[config.mk]
export PLATFORM = sky130hd
export DESIGN_NAME = gdcfg_top
export DESIGN_NICKNAME = d
export VERILOG_FILES = /design/src/logic/gdcfg_pkg.sv /design/src/logic/gdcfg_top.sv /design/src/logic/gdcfg_pump_div.sv /design/src/logic/gdcfg_route.sv
export SDC_FILE = /design/constraint.sdc
export NUM_CORES = 1
export LEC_CHECK = 0
export BUFFER_PORTS_ARGS = -buffer_cell sky130_fd_sc_hd__buf_4
export CAP_MARGIN = 10
export CORE_MARGIN = 2
export CORE_UTILIZATION = 51
export CTS_CLUSTER_DIAMETER = 40
export CTS_CLUSTER_SIZE = 20
export DETAILED_ROUTE_END_ITERATION = 16
export PLACE_DENSITY = 0.79
export SYNTH_ARGS = -nofsm -noshare
export SYNTH_HDL_FRONTEND = slang
export SYNTH_HIERARCHICAL = 1
export SYNTH_SLANG_ARGS = --single-unit
[constraint.sdc]
create_clock -name core_clk -period 5.8 [get_ports core_clk]
set_input_delay 0.29 -clock core_clk [delete_from_list [all_inputs] [get_ports core_clk]]
set_output_delay 0.29 -clock core_clk [all_outputs]
set_load 0.05 [all_outputs]
[src/logic/gdcfg_pkg.sv]
// Purpose: Shared constants for the gate driver pump and overcurrent configuration block.
// Assumes: A 32-bit AHB-Lite register bus; each 8-bit register sits in the low bits of one word.
// Notes:   Offsets are byte addresses; reset values of multi-bit register fields and single-bit field positions live here.
package gdcfg_pkg;

    // Register byte offsets.
    localparam logic [7:0] OFS_CLKDIV   = 8'h00;
    localparam logic [7:0] OFS_OC0      = 8'h04;
    localparam logic [7:0] OFS_OC1      = 8'h08;
    localparam logic [7:0] OFS_SLEW     = 8'h0c;
    localparam logic [7:0] OFS_CTRL     = 8'h10;
    localparam logic [7:0] OFS_IRQ_STAT = 8'h14;
    localparam logic [7:0] OFS_IRQ_MASK = 8'h18;

    // Field positions inside the overcurrent registers.
    localparam int OC_ACTION_BIT = 7;
    localparam int OC_ON_BIT     = 6;

    // Field positions inside the control register.
    localparam int CTRL_PUMP_BIT = 0;
    localparam int CTRL_DRV_BIT  = 1;
    localparam int CTRL_LOCK_BIT = 2;

    // Event positions in the status and mask registers.
    localparam int IRQ_OC0 = 0;
    localparam int IRQ_OC1 = 1;
    localparam int IRQ_OV  = 2;

    // Reset values.
    localparam logic [3:0] RST_DIV_SEL = 4'h0;
    localparam logic [3:0] RST_OC_THR  = 4'h0;
    localparam logic [2:0] RST_SLEW    = 3'h0;
    localparam logic [2:0] RST_IRQ     = 3'h0;

    // Fixed upper inputs of the threshold converter.
    localparam logic [1:0] DAC_UPPER = 2'h3;

    // Pump divider factors, indexed by the select code, and counter width.
    localparam int DIV_CNT_W = 10;
    localparam logic [9:0] PUMP_DIV_FACTOR [0:15] = '{
        10'd16, 10'd24, 10'd32, 10'd48, 10'd64, 10'd96, 10'd100, 10'd128,
        10'd192, 10'd200, 10'd256, 10'd384, 10'd400, 10'd512, 10'd768, 10'd800};

    // Last count of one half period for a select code.
    function automatic logic [9:0] div_half_last(input logic [3:0] sel);
        div_half_last = (PUMP_DIV_FACTOR[sel] >> 1) - 10'd1;
    endfunction

endpackage

[src/logic/gdcfg_top.sv]
// Purpose: Register file, fault logic and pin routing of the gate driver configuration block.
// Assumes: AHB-Lite slave with zero wait states; comparator pins are asynchronous.
// Notes:   Write lock is sticky until reset; status bits clear by writing one.
//
// The implementer's own choices: the placing of the registers and the AHB-Lite register port.
`timescale 1ns/1ps
module gdcfg_top (
    // Clock, reset and enable.
    input  wire logic        core_clk,
    input  wire logic        reset_n,
    input  wire logic        clk_en,
    // AHB-Lite slave port.
    input  wire logic        hsel,
    input  wire logic [31:0] haddr,
    input  wire logic [1:0]  htrans,
    input  wire logic        hwrite,
    input  wire logic [2:0]  hsize,
    input  wire logic [31:0] hwdata,
    input  wire logic        hready,
    output logic             hreadyout,
    output logic      [31:0] hrdata,
    output logic             hresp,
    // Asynchronous event pins from the analog comparators.
    input  wire logic        oc0_event_in,
    input  wire logic        oc1_event_in,
    input  wire logic        hv_overvolt_in,
    // Modulator channels.
    input  wire logic [5:0]  pwm_modulator_in,
    // Pre-driver and analog control outputs.
    output logic      [2:0]  highside_gate,
    output logic      [2:0]  lowside_gate,
    output logic             pump_clk_out,
    output logic      [5:0]  oc0_dac_code,
    output logic      [5:0]  oc1_dac_code,
    output logic      [2:0]  lowside_slew_sel,
    // Fault and interrupt outputs.
    output logic      [4:0]  fault_out,
    output logic             irq_out
);

    // State of the block; the pump divider keeps its own.
    typedef struct packed {
        logic [3:0] div_sel;   // Pump divider select code.
        logic       oc0_act;   // Comparator 0 fault action.
        logic       oc0_on;    // Comparator 0 enable.
        logic [3:0] oc0_thr;   // Comparator 0 threshold code.
        logic       oc1_act;   // Comparator 1 fault action.
        logic       oc1_on;    // Comparator 1 enable.
        logic [3:0] oc1_thr;   // Comparator 1 threshold code.
        logic [2:0] slew;      // Low-side slew select.
        logic       pump_en;   // Charge pump enable.
        logic       drv_en;    // Pre-driver enable.
        logic       lock;      // Sticky write lock.
        logic [2:0] stat;      // Sticky event flags.
        logic [2:0] mask;      // Interrupt mask.
        logic [2:0] sync1;     // First synchroniser stage.
        logic [2:0] sync2;     // Second synchroniser stage.
        logic [2:0] hs;        // Registered high-side levels.
        logic [2:0] ls;        // Registered low-side levels.
        logic [5:0] dac0;      // Registered threshold inputs 0.
        logic [5:0] dac1;      // Registered threshold inputs 1.
        logic [4:0] fault;     // Registered fault outputs.
        logic       irq;       // Registered interrupt.
        logic       ap_wr;     // Pending write data phase.
        logic [7:0] ap_addr;   // Address of the pending write.
        logic [31:0] rdata;    // Read data of the current data phase.
        logic       ready;     // Ready output.
        logic       resp;      // Response output.
    } gdcfg_top_s;

    gdcfg_top_s st_reg;
    gdcfg_top_s st_next;

    logic [2:0] route_hs;    // High-side levels from the router.
    logic [2:0] route_ls;    // Low-side levels from the router.
    logic       safe_state;  // Fault response forces the safe pattern.
    logic       addr_phase;  // A transfer is taken this cycle.
    logic       wr_phase;    // A write data phase completes this cycle.
    logic [2:0] set_ev;      // Events raised this cycle.
    logic [2:0] clr_ev;      // Flags cleared by software this cycle.

    // Tests an address against a register offset.
    function automatic logic hit(input logic [7:0] addr, input logic [7:0] ofs);
        hit = (addr == ofs);
    endfunction

    // Builds the read word for an address from a state image.
    function automatic logic [31:0] read_word(input logic [7:0] addr, input gdcfg_top_s s);
        logic [7:0] v;
        v = 8'h00;
        if (hit(addr, gdcfg_pkg::OFS_CLKDIV))
            v = {4'h0, s.div_sel};
        else if (hit(addr, gdcfg_pkg::OFS_OC0))
            v = {s.oc0_act, s.oc0_on, 2'h0, s.oc0_thr};
        else if (hit(addr, gdcfg_pkg::OFS_OC1))
            v = {s.oc1_act, s.oc1_on, 2'h0, s.oc1_thr};
        else if (hit(addr, gdcfg_pkg::OFS_SLEW))
            v = {5'h00, s.slew};
        else if (hit(addr, gdcfg_pkg::OFS_CTRL))
            v = {5'h00, s.lock, s.drv_en, s.pump_en};
        else if (hit(addr, gdcfg_pkg::OFS_IRQ_STAT))
            v = {5'h00, s.stat};
        else if (hit(addr, gdcfg_pkg::OFS_IRQ_MASK))
            v = {5'h00, s.mask};
        read_word = {24'h000000, v};
    endfunction

    // Bus phase qualifiers.
    assign addr_phase = hsel && htrans[1] && hready;
    assign wr_phase   = st_reg.ap_wr && hready;

    // A raised overcurrent or overvoltage flag with action zero selects the safe pattern.
    assign safe_state = (st_reg.stat[gdcfg_pkg::IRQ_OC0] && !st_reg.oc0_act)
                      || (st_reg.stat[gdcfg_pkg::IRQ_OC1] && !st_reg.oc1_act)
                      || (st_reg.stat[gdcfg_pkg::IRQ_OV] && !st_reg.oc1_act);

    // Channel mapping onto the pre-drivers.
    gdcfg_route gdcfg_route_inst (
        .pwm_modulator (pwm_modulator_in),
        .driver_enable (st_reg.drv_en),
        .safe_state    (safe_state),
        .highside_level(route_hs),
        .lowside_level (route_ls)
    );

    // Charge pump clock generation.
    gdcfg_pump_div gdcfg_pump_div_inst (
        .core_clk              (core_clk),
        .reset_n               (reset_n),
        .clk_en                (clk_en),
        .pump_enable           (st_reg.pump_en),
        .pump_clock_divider_sel(st_reg.div_sel),
        .pump_clk              (pump_clk_out)
    );

    // Next state: register writes, event flags, outputs and bus answer.
    always_comb
    begin
        st_next = st_reg;
        set_ev  = 3'h0;
        clr_ev  = 3'h0;
        // Two-stage synchroniser for the analog event pins.
        st_next.sync1 = {hv_overvolt_in, oc1_event_in, oc0_event_in};
        st_next.sync2 = st_reg.sync1;
        // Overcurrent events count only while their comparator is on.
        set_ev[gdcfg_pkg::IRQ_OC0] = st_reg.sync2[0] && st_reg.oc0_on;
        set_ev[gdcfg_pkg::IRQ_OC1] = st_reg.sync2[1] && st_reg.oc1_on;
        set_ev[gdcfg_pkg::IRQ_OV]  = st_reg.sync2[2];
        if (wr_phase)
        begin
            // Locked configuration fields keep their value.
            if (hit(st_reg.ap_addr, gdcfg_pkg::OFS_CLKDIV) && !st_reg.lock)
            begin
                st_next.div_sel = hwdata[3:0];
            end
            if (hit(st_reg.ap_addr, gdcfg_pkg::OFS_OC0) && !st_reg.lock)
            begin
                st_next.oc0_act = hwdata[gdcfg_pkg::OC_ACTION_BIT];
                st_next.oc0_on  = hwdata[gdcfg_pkg::OC_ON_BIT];
                st_next.oc0_thr = hwdata[3:0];
            end
            if (hit(st_reg.ap_addr, gdcfg_pkg::OFS_OC1) && !st_reg.lock)
            begin
                st_next.oc1_act = hwdata[gdcfg_pkg::OC_ACTION_BIT];
                st_next.oc1_on  = hwdata[gdcfg_pkg::OC_ON_BIT];
                st_next.oc1_thr = hwdata[3:0];
            end
            if (hit(st_reg.ap_addr, gdcfg_pkg::OFS_SLEW))
            begin
                st_next.slew = hwdata[2:0];
            end
            if (hit(st_reg.ap_addr, gdcfg_pkg::OFS_CTRL))
            begin
                // Enables are always writable; the lock can only be set.
                st_next.pump_en = hwdata[gdcfg_pkg::CTRL_PUMP_BIT];
                st_next.drv_en  = hwdata[gdcfg_pkg::CTRL_DRV_BIT];
                st_next.lock    = st_reg.lock || hwdata[gdcfg_pkg::CTRL_LOCK_BIT];
            end
            if (hit(st_reg.ap_addr, gdcfg_pkg::OFS_IRQ_STAT))
            begin
                clr_ev = hwdata[2:0];
            end
            if (hit(st_reg.ap_addr, gdcfg_pkg::OFS_IRQ_MASK))
            begin
                st_next.mask = hwdata[2:0];
            end
        end
        // A new event wins over a clear in the same cycle.
        st_next.stat = (st_reg.stat & ~clr_ev) | set_ev;
        // Registered pin outputs.
        st_next.hs   = route_hs;
        st_next.ls   = route_ls;
        st_next.dac0 = {gdcfg_pkg::DAC_UPPER, st_reg.oc0_thr};
        st_next.dac1 = {gdcfg_pkg::DAC_UPPER, st_reg.oc1_thr};
        // Phase faults for action one, shared fault for action zero or overvoltage.
        for (int f = 0; f < 3; f++)
        begin
            st_next.fault[f] = (st_reg.stat[gdcfg_pkg::IRQ_OC0] && st_reg.oc0_act)
                             || (st_reg.stat[gdcfg_pkg::IRQ_OC1] && st_reg.oc1_act);
        end
        // Low-voltage supervision is outside this block.
        st_next.fault[3] = 1'b0;
        st_next.fault[4] = st_reg.stat[gdcfg_pkg::IRQ_OV]
                         || (st_reg.stat[gdcfg_pkg::IRQ_OC0] && !st_reg.oc0_act)
                         || (st_reg.stat[gdcfg_pkg::IRQ_OC1] && !st_reg.oc1_act);
        st_next.irq = |(st_reg.stat & st_reg.mask);
        // Bus: a write data phase ends, and a new address phase may start.
        if (hready)
        begin
            st_next.ap_wr = addr_phase && hwrite;
            st_next.ap_addr = haddr[7:0];
        end
        if (addr_phase && !hwrite)
        begin
            // Read data reflect any write completing in this very cycle.
            st_next.rdata = read_word(haddr[7:0], st_next);
        end
        st_next.ready = 1'b1;
        st_next.resp  = 1'b0;
    end

    // Registers the block state.
    always_ff @(posedge core_clk or negedge reset_n)
    begin
        if (!reset_n)
        begin
            st_reg         <= '0;
            st_reg.div_sel <= gdcfg_pkg::RST_DIV_SEL;
            st_reg.oc0_thr <= gdcfg_pkg::RST_OC_THR;
            st_reg.oc1_thr <= gdcfg_pkg::RST_OC_THR;
            st_reg.slew    <= gdcfg_pkg::RST_SLEW;
            st_reg.stat    <= gdcfg_pkg::RST_IRQ;
            st_reg.mask    <= gdcfg_pkg::RST_IRQ;
            st_reg.dac0    <= {gdcfg_pkg::DAC_UPPER, gdcfg_pkg::RST_OC_THR};
            st_reg.dac1    <= {gdcfg_pkg::DAC_UPPER, gdcfg_pkg::RST_OC_THR};
            st_reg.ready   <= 1'b1;
        end
        else if (clk_en)
        begin
            st_reg <= st_next;
        end
    end

    // Outputs straight from the state flip-flops.
    assign hreadyout        = st_reg.ready;
    assign hrdata           = st_reg.rdata;
    assign hresp            = st_reg.resp;
    assign highside_gate    = st_reg.hs;
    assign lowside_gate     = st_reg.ls;
    assign oc0_dac_code     = st_reg.dac0;
    assign oc1_dac_code     = st_reg.dac1;
    assign lowside_slew_sel = st_reg.slew;
    assign fault_out        = st_reg.fault;
    assign irq_out          = st_reg.irq;

    // A locked block keeps its overcurrent setup across a write.
    lock_holds_a: assert property (@(posedge core_clk) disable iff (!reset_n)
        clk_en && wr_phase && st_reg.lock && hit(st_reg.ap_addr, gdcfg_pkg::OFS_OC0)
        |=> $stable({st_reg.oc0_act, st_reg.oc0_on, st_reg.oc0_thr}))
        else $error("Locked overcurrent setup changed.");

    // An unlocked divider write lands in the next cycle.
    div_write_a: assert property (@(posedge core_clk) disable iff (!reset_n)
        clk_en && wr_phase && !st_reg.lock && hit(st_reg.ap_addr, gdcfg_pkg::OFS_CLKDIV)
        |=> st_reg.div_sel == $past(hwdata[3:0]))
        else $error("Divider write not taken.");

    // A disabled comparator never raises its flag.
    comp_off_a: assert property (@(posedge core_clk) disable iff (!reset_n)
        !st_reg.oc0_on && !st_reg.stat[gdcfg_pkg::IRQ_OC0] |=> !st_reg.stat[gdcfg_pkg::IRQ_OC0])
        else $error("Flag set by a disabled comparator.");

    // A synchronised event on an enabled comparator sets its flag.
    comp_set_a: assert property (@(posedge core_clk) disable iff (!reset_n)
        clk_en && st_reg.oc1_on && st_reg.sync2[1] |=> st_reg.stat[gdcfg_pkg::IRQ_OC1])
        else $error("Enabled comparator event lost.");

    // Action one on comparator 0 raises the phase faults.
    phase_fault_a: assert property (@(posedge core_clk) disable iff (!reset_n)
        clk_en && st_reg.stat[gdcfg_pkg::IRQ_OC0] && st_reg.oc0_act |=> fault_out[2:0] == 3'h7)
        else $error("Phase faults missing for action one.");

    // Action zero raises the shared fault and forces the safe pattern.
    safe_pattern_a: assert property (@(posedge core_clk) disable iff (!reset_n)
        clk_en && st_reg.drv_en && st_reg.stat[gdcfg_pkg::IRQ_OC0] && !st_reg.oc0_act
        |=> fault_out[4] && highside_gate == 3'h0 && lowside_gate == 3'h7)
        else $error("Safe pattern missing for action zero.");

    // Overvoltage follows the comparator 1 action bit.
    ov_action_a: assert property (@(posedge core_clk) disable iff (!reset_n)
        clk_en && st_reg.drv_en && st_reg.stat[gdcfg_pkg::IRQ_OV] && !st_reg.oc1_act
        |=> highside_gate == 3'h0 && lowside_gate == 3'h7)
        else $error("Overvoltage response ignores action bit.");

    // Threshold converter inputs carry two fixed ones above the code.
    dac_code_a: assert property (@(posedge core_clk) disable iff (!reset_n)
        clk_en |=> oc1_dac_code == {2'h3, $past(st_reg.oc1_thr)})
        else $error("Threshold converter inputs wrong.");

    // Phase 1 follows channels 2 and 3 when running normally.
    route_map_a: assert property (@(posedge core_clk) disable iff (!reset_n)
        clk_en && st_reg.drv_en && !safe_state
        |=> highside_gate[1] == $past(pwm_modulator_in[2]) && lowside_gate[1] == $past(pwm_modulator_in[3]))
        else $error("Channel mapping wrong.");

    // Disabled pre-drivers output nothing.
    drv_off_a: assert property (@(posedge core_clk) disable iff (!reset_n)
        clk_en && !st_reg.drv_en |=> highside_gate == 3'h0 && lowside_gate == 3'h0)
        else $error("Gates driven while pre-drivers disabled.");

    // A slew write reaches the low-side select in the next cycle.
    slew_write_a: assert property (@(posedge core_clk) disable iff (!reset_n)
        clk_en && wr_phase && hit(st_reg.ap_addr, gdcfg_pkg::OFS_SLEW)
        |=> lowside_slew_sel == $past(hwdata[2:0]))
        else $error("Slew write not applied.");

    // An overvoltage flag always raises the shared fault, whatever the action bit.
    ov_fault_a: assert property (@(posedge core_clk) disable iff (!reset_n)
        clk_en && st_reg.stat[gdcfg_pkg::IRQ_OV] |=> fault_out[4])
        else $error("Shared fault missing for overvoltage.");

    // Once set, the write lock stays set until reset.
    lock_sticky_a: assert property (@(posedge core_clk) disable iff (!reset_n)
        st_reg.lock |=> st_reg.lock)
        else $error("Write lock cleared without reset.");

    // An unmasked flag raises the interrupt one cycle later.
    irq_level_a: assert property (@(posedge core_clk) disable iff (!reset_n)
        clk_en && |(st_reg.stat & st_reg.mask) |=> irq_out)
        else $error("Interrupt missing for unmasked flag.");

endmodule

[src/logic/gdcfg_pump_div.sv]
// Purpose: Charge pump clock divider with a selectable even factor.
// Assumes: All factors are even, so the output toggles every half factor.
// Notes:   Counter and output are held at zero while the pump is off.
`timescale 1ns/1ps
module gdcfg_pump_div (
    // Clock, reset and enable.
    input  wire logic       core_clk,
    input  wire logic       reset_n,
    input  wire logic       clk_en,
    // Control.
    input  wire logic       pump_enable,
    input  wire logic [3:0] pump_clock_divider_sel,
    // Divided clock.
    output logic            pump_clk
);

    // State of the divider.
    typedef struct packed {
        logic [gdcfg_pkg::DIV_CNT_W-1:0] cnt; // Half period counter.
        logic                            clk; // Divided clock level.
    } gdcfg_div_s;

    gdcfg_div_s st_reg;
    gdcfg_div_s st_next;

    // Counts half periods and toggles the output at the end of each.
    always_comb
    begin
        st_next = st_reg;
        if (!pump_enable)
        begin
            // Idle level and a fresh count while the pump is off.
            st_next.cnt = '0;
            st_next.clk = 1'b0;
        end
        else if (st_reg.cnt >= gdcfg_pkg::div_half_last(pump_clock_divider_sel))
        begin
            // End of a half period of the selected factor.
            st_next.cnt = '0;
            st_next.clk = ~st_reg.clk;
        end
        else
        begin
            st_next.cnt = st_reg.cnt + 10'd1;
        end
    end

    // Registers the divider state.
    always_ff @(posedge core_clk or negedge reset_n)
    begin
        if (!reset_n)
            st_reg <= '0;
        else if (clk_en)
            st_reg <= st_next;
    end

    assign pump_clk = st_reg.clk;

    // The output flips exactly when a half period ends.
    half_toggle_a: assert property (@(posedge core_clk) disable iff (!reset_n)
        clk_en && pump_enable && st_reg.cnt == gdcfg_pkg::div_half_last(pump_clock_divider_sel)
        |=> st_reg.clk != $past(st_reg.clk))
        else $error("Pump clock did not toggle at half period end.");

    // A disabled pump leaves the clock low and the count cleared.
    pump_idle_a: assert property (@(posedge core_clk) disable iff (!reset_n)
        clk_en && !pump_enable |=> st_reg.clk == 1'b0 && st_reg.cnt == '0)
        else $error("Pump clock not idle while disabled.");

endmodule

[src/logic/gdcfg_route.sv]
// Purpose: Maps modulator channels onto high-side and low-side pre-driver levels.
// Assumes: Inputs come from the same clock domain; output is combinational.
// Notes:   With the pre-drivers enabled, the safe state forces high sides off and low sides on.
`timescale 1ns/1ps
module gdcfg_route (
    // Modulator channels.
    input  wire logic [5:0] pwm_modulator,
    // Pre-driver control.
    input  wire logic       driver_enable,
    input  wire logic       safe_state,
    // Pre-driver levels.
    output logic      [2:0] highside_level,
    output logic      [2:0] lowside_level
);

    // Even channels feed high sides, odd channels feed low sides, per phase.
    for (genvar ph = 0; ph < 3; ph++)
    begin : g_phase
        always_comb
        begin
            if (!driver_enable)
            begin
                // Disabled pre-drivers hold both FETs off.
                highside_level[ph] = 1'b0;
                lowside_level[ph]  = 1'b0;
            end
            else if (safe_state)
            begin
                // Fault response overrides the modulator.
                highside_level[ph] = 1'b0;
                lowside_level[ph]  = 1'b1;
            end
            else
            begin
                highside_level[ph] = pwm_modulator[2*ph];
                lowside_level[ph]  = pwm_modulator[2*ph+1];
            end
        end
    end

endmodule

# --- After elaboration in Yosys (flattened, before gate mapping) ---
# Memory sizes are Yosys's and may differ from the RTL's.
# Index checks and enable logic that the tools add are counted.
totals:
  regBits: 81
  mem_bits_ro: 160
  in_bits: 84
  out_inout_bits: 62
  wordCells: 115
  memories: 1
classes:
  add_sub_neg: 2
  n_lt_le_gt_ge: 2
  n_eq_ne: 13
  muxes: 34
  bitwise_logic: 6
  n_reduce_logical: 31
mem_list:
  columns: ["name", "depth", "width", "read_ports", "rd_clocked_by_memory_dff", "wr", "line", "source"]
  rows:
  - ["(name not given)", 16, 10, 1, 0, 0, "gdcfg_pkg.sv:46", "div_half_last = (PUMP_DIV_FACTOR[sel] >> 1) - 10'd1;"]
ops:
  columns: ["op", "count"]
  rows:
  - ["8-bit by 5-bit equality test with 1-bit output (second input constant)", 6]
  - ["8-bit by 4-bit equality test with 1-bit output (second input constant)", 4]
  - ["10-bit two-way mux", 3]
  - ["3-bit two-way mux", 10]
  - ["8-bit two-way mux", 3]
  - ["22-bit two-way mux", 1]
  - ["8-bit by 3-bit equality test with 1-bit output (second input constant)", 2]
  - ["8-bit zero test", 2]
  - ["1-bit logical AND", 15]
  - ["1-bit two-way mux", 13]
  - ["6-bit two-way mux", 2]
  - ["11-bit two-way mux", 1]
  - ["10-bit by 1-bit adder with 10-bit output (second input constant)", 1]
  - ["10-bit greater-or-equal comparator", 1]
  - ["9-bit by 1-bit subtractor with 10-bit output (second input constant)", 1]
  - ["3-bit AND", 2]
  - ["1-bit logical OR", 6]
  - ["2-bit AND reduction", 3]
  - ["5-bit greater-or-equal comparator (second input constant)", 1]
  - ["4-bit NOT with 5-bit output", 1]
  - ["1-bit zero test", 4]
  - ["4-bit two-way mux", 1]
  - ["3-bit NOT", 1]
  - ["3-bit OR", 1]
  - ["other kinds (3)", 3]

# --- Depth between registers and ports, before layout ---
logic_depth:
  ltp_word: 12
  depth_mapped: 15
  mapped_depth_nobuf: 14

# --- Hierarchy ---
# Netlist, hierarchy kept.
by_module_without_submodules:
  columns: ["module", "n_inst", "cells_each", "area_per_inst_um2", "seq_area_each_um2"]
  rows:
  - ["gdcfg_top", 1, 337, 3748.6, 1651.6]
  - ["gdcfg_pump_div", 1, 127, 1094.8, 275.3]
  - ["gdcfg_route", 1, 6, 48.8, 0.0]

# --- Worst setup path after synthesis ---
# No wires, ideal clock.
synth_timing:
  path_kind: "register -> register"
  from: "register st_reg[97] (netlist name)"
  to: "register gdcfg_pump_div_inst.st_reg, in the netlist gdcfg_pump_div_inst/pump_clk"
  setup_ps: 125
  arrival_ps: 3316
  required_ps: 5675
  slack_ps: 2359
  path_stages_with_launch: 15
  n_path_buf: 1
  period_less_slack_ps: 3441
  cell_sequence: "dfrtp_1 -> inv_1 -> ha_1 -> nand2b_1 -> a211o_1 -> a211oi_1 -> nand3_1 -> xor2_1 -> ha_1 -> o21ai_0 -> nor2_1 -> a2111o_1 -> and2_4 -> buf_6 -> mux2_4"
synth_between:
  elab_chain_cells: 8
synth_lines:
  columns: ["element", "line", "source"]
  rows:
  - ["start: declaration", "gdcfg_top.sv:71", "gdcfg_top_s st_reg;"]
  - ["start signal: assignment", "gdcfg_top.sv:240", "st_reg <= st_next;"]
  - ["4-bit NOT with 5-bit output (not written as such)", "gdcfg_pkg.sv:46", null]
  - ["memory 16 x 10 bit", null, null]
  - ["10-bit two-way mux (not written as such) (2 in a row)", "gdcfg_pkg.sv:46", null]
  - ["9-bit by 1-bit subtractor with 10-bit output", "gdcfg_pkg.sv:46", null]
  - ["10-bit greater-or-equal comparator", "gdcfg_pump_div.sv:36", "else if (st_reg.cnt >= gdcfg_pkg::div_half_last(pump_clock_divider_sel))"]
  - ["2-bit by 1-bit != test with 1-bit output (no source line)", null, null]
  - ["2-bit AND reduction (no source line)", null, null]
  - ["end signal: assignment", "gdcfg_pump_div.sv:54", "st_reg <= st_next;"]
  - ["end: declaration", "gdcfg_pump_div.sv:23", "gdcfg_div_s st_reg;"]
# No other way between the ends. The select of a mux whose other input is x is not followed.
# A chain may end at the register's enable or synchronous reset.

# --- Final worst setup path ---
# Ends and elaborated chain as after synthesis.

==> run_results.csv <==
group,metric,value,unit
clocking,root_buffer,"clkbuf_8",
clocking,clock_sinks,77,
drt,firstDrtPassIters,5,
worst_setup_path,regToRegSetupSlack,2.13,ns
yosys,synth_top_family_by_area,"multiplexers",
final_layout,insertedDiodeCount,0,
grt,grt.total_usage,19.7,%
clocking,cts_resized,0,
yosys,synth_edf_count,0,
yosys,synth-seq-cells,77,
sta,fin_worst_skew,0.0111,ns
run_status,status,"finished clean",
floorplan,die_area,10400,sq um
final_layout,final_area,5290,sq um
power,power_switching_share,31.8,%
floorplan,rows,35,
clocking,cts_buffers,9,
sta,worst_slew_pin_slew,0.957,ns
yosys,yosys.area_share.simple,15.0,%
grt,grt_pass1_vias,3302,
worst_setup_path,reg2reg_to,"gdcfg_pump_div_inst/pump_clk",
yosys,synthesis.area,4890,sq um
worst_setup_path,required,6.05,ns
grt,antenna_found_initial,0,
power,combPwrFrac,16.6,%
floorplan,floorplan.initialDensity,52.7,%
floorplan,core,9280,sq um
worst_setup_path,cp-start-kind,"register",
grt,grt_overflow,0,
drt,vias_per_cell,5.61,
clocking,cts_tree,"done",
sta,setup_viol_count_final,0,
sta,slew_headroom,36.2,%
sta,rsz0062_at_grt,"false",
grt,grt_max_degree,78,
place,place_area,5090,sq um
yosys,yosysTopAreaCell,"dfrtp_1",
yosys,synth_seq_area_share,39.4,%
job,cap_violations,0,
worst_setup_path,worstReg2RegStart,"st_reg[97]",
clocking,post_cts_buffers,0,
final_layout,area_growth,8.21,%
worst_hold_path,worst_hold_path_type,"in2async",
worst_setup_path,cp.arrival,3.92,ns
final_layout,drive_gt1_share,29.7,%
drt,final_antenna_net_count,0,
yosys,synthTopCellsByArea,"dfrtp_1, mux2_2, buf_4",
floorplan,ios,146,
drt,post_drt_wl_per_cell,15.7,microns
worst_setup_path,end_kind,"register",
yosys,synth-xor-area-share,2.33,%
final_layout,final_net_count,599,
sta,setup_tns,0,ns
final_layout,largest_reg_flops,28,
yosys,ys_async_sr_fraction,100,%
sta,min_period_over_period,63.3,%
grt,grt_pass1_wl,16000,microns
clocking,path_clk_slew,0.08,ns
floorplan,die_y,102,microns
power,p_sw,0.000388,W
power,power_density,230,nW/um^2
yosys,synth_fa_ha_area_share,4.86,%
power,leakagePower,2.58,nW
worst_setup_path,worstRegToRegCells,13,
power,seqPwrFrac,48.3,%
clocking,clock_latency,0.36,ns
clocking,cts_hold_buf,0,
clocking,clockBufferDepth,2,
sta,finalCriticalPeriod,3.67,ns
yosys,syn_inst,470,
sta,slew_viol_final,0,
sta,fmax,0.272,GHz
worst_setup_path,critPathMaxFanout,8,
power,intPower,0.000832,W
place,io_buffers,58,
floorplan,dieWidth,102,microns
clocking,htree_levels,3,
power,vdd_drop_max,0.161,mV
place,place_congestion,0.849,
yosys,synth_compound_area_share,10.5,%
yosys,synth_cell_type_count,58,
worst_setup_path,worst-setup-path-type,"reg2reg",
final_layout,fill_cells,803,
drt,drt_iter0_drc,286,
drt,drc,0,
drt,routed-via-count,3535,
yosys,synth.avg_cell_area,10.4,sq um
yosys,yosys_most_used_dff,"dfrtp_1",
drt,wl,9910,microns
place,hpwl,7120,microns
yosys,yosys_warnings,6,
sta,finalHoldViolCount,0,
power,pwr-share-clk,35.1,%
final_layout,final_core_util,57.0,%
yosys,synth_mux_area_share,16.5,%
yosys,yosys.area.top_type_share,39.4,%
per-stage QoR:
step                setup slack (ns)  cells  total power (W)  hold slack [ns]
floorplan                       2.36    501         0.000767         -0.00559
finish                          2.13    630          0.00122           0.0602
CTS                             2.12    630          0.00123            0.110
global route                    1.84    630          0.00127            0.146
global placement                2.18    614         0.000796            0.469
detailed placement              2.13    614         0.000803            0.470
power by group through the flow:
| stage | Combinational, W | Sequential, W | Clock (W) |
|---|---|---|---|
| 2_1_floorplan | 0.000175 | 0.000592 | 0 |
| 3_3_place_gp | 0.000198 | 0.000598 | 0 |
| 3_5_place_dp | 0.000203 | 0.000600 | 0 |
| 4_1_cts | 0.000204 | 0.000589 | 0.000435 |
| 5_1_grt | 0.000220 | 0.000594 | 0.000461 |
| 6_report | 0.000202 | 0.000590 | 0.000428 |
cells in the final DEF, fill, tap and decap left out, types with 4 or more instances in the layout:
master / instances
conb_1: 33
o21ai_0: 18
clkbuf_8: 9
buf_4: 58
xor2_1: 10
o21a_1: 6
mux2_2: 58
a211oi_1: 6
inv_1: 9
dfrtp_1: 77
nand2_1: 33
nand4_1: 6
a211o_1: 4
a31oi_1: 7
and3_1: 4
or3_1: 4
ha_1: 19
nand2b_1: 5
a21oi_1: 15
nor2_1: 23
mux2i_1: 14
nand3_1: 15
layout make-up:
| cell class | count | area (sq um) | area share, % |
|---|---|---|---|
| multi-input combinational | 341 | 2530 | 47.8 |
| tap | 129 | 161 | 3.05 |
| clock buffer | 9 | 124 | 2.34 |
| inverter | 9 | 33.8 | 0.638 |
| timing repair buffer | 58 | 435 | 8.23 |
| clock inverter | 7 | 80.1 | 1.51 |
| sequential | 77 | 1930 | 36.4 |
critical path, stage by stage (launching register included):
cell      delay (ns)
dfrtp_1         0.52
inv_1           0.17
ha_1            0.33
nand2b_1        0.14
a211o_1         0.31
a211oi_1        0.32
nand3_1         0.13
xor2_1          0.17
ha_1            0.28
o21ai_0         0.16
nor2_1          0.06
a2111o_1        0.46
and2_4          0.22
mux2_4          0.30
cell families (layout without fill, tap and decap cells):
group | count (synthesis) | after routing
adders and majority gates | 19 | 19
and+or+nand+nor | 126 | 126
AOI/OAI and AO/OA | 77 | 77
other | 2 | 33
muxes | 73 | 73
DFF | 77 | 77
buffers and inverters | 83 | 83
xor gates and xnor gates | 13 | 13
routing by layer:
metal / GRT usage (%) / share of wire [%] / up-vias
met5: 0 / 0 / -
met1: 25.5 / 43 / 1711
li1: - / - / 1657
met2: 32.8 / 49 / 135
met3: 3.15 / 5.6 / 32
met4: 8.31 / 2.5 / 0
synthesized netlist by cell type (4+ instances only):
master	number
inv_1	9
ha_1	19
nand3_1	15
xor2_1	10
buf_1	4
nand2b_1	5
or3_1	4
buf_4	60
a211o_1	4
nand2_1	33
nor2_1	23
o21a_1	6
mux2_2	58
a211oi_1	6
nand4_1	6
a31oi_1	7
o21ai_0	18
clkbuf_1	5
a21oi_1	15
dfrtp_1	77
buf_2	4
mux2i_1	14
and3_1	4
how the worst max path moves through the flow:
stage	start	endpoint	slack, ns	cells after the start
2_1_floorplan	st_reg[97]	gdcfg_pump_div_inst/pump_clk	2.36	14
3_5_place_dp	st_reg[97]	gdcfg_pump_div_inst/pump_clk	2.13	13
6_report	st_reg[97]	gdcfg_pump_div_inst/pump_clk	2.13	13
3_3_place_gp	st_reg[97]	gdcfg_pump_div_inst/pump_clk	2.18	13
5_1_grt	st_reg[97]	gdcfg_pump_div_inst/pump_clk	1.84	13
4_1_cts	st_reg[97]	gdcfg_pump_div_inst/pump_clk	2.12	13
Note: power is estimated with default switching activity, not from simulation.
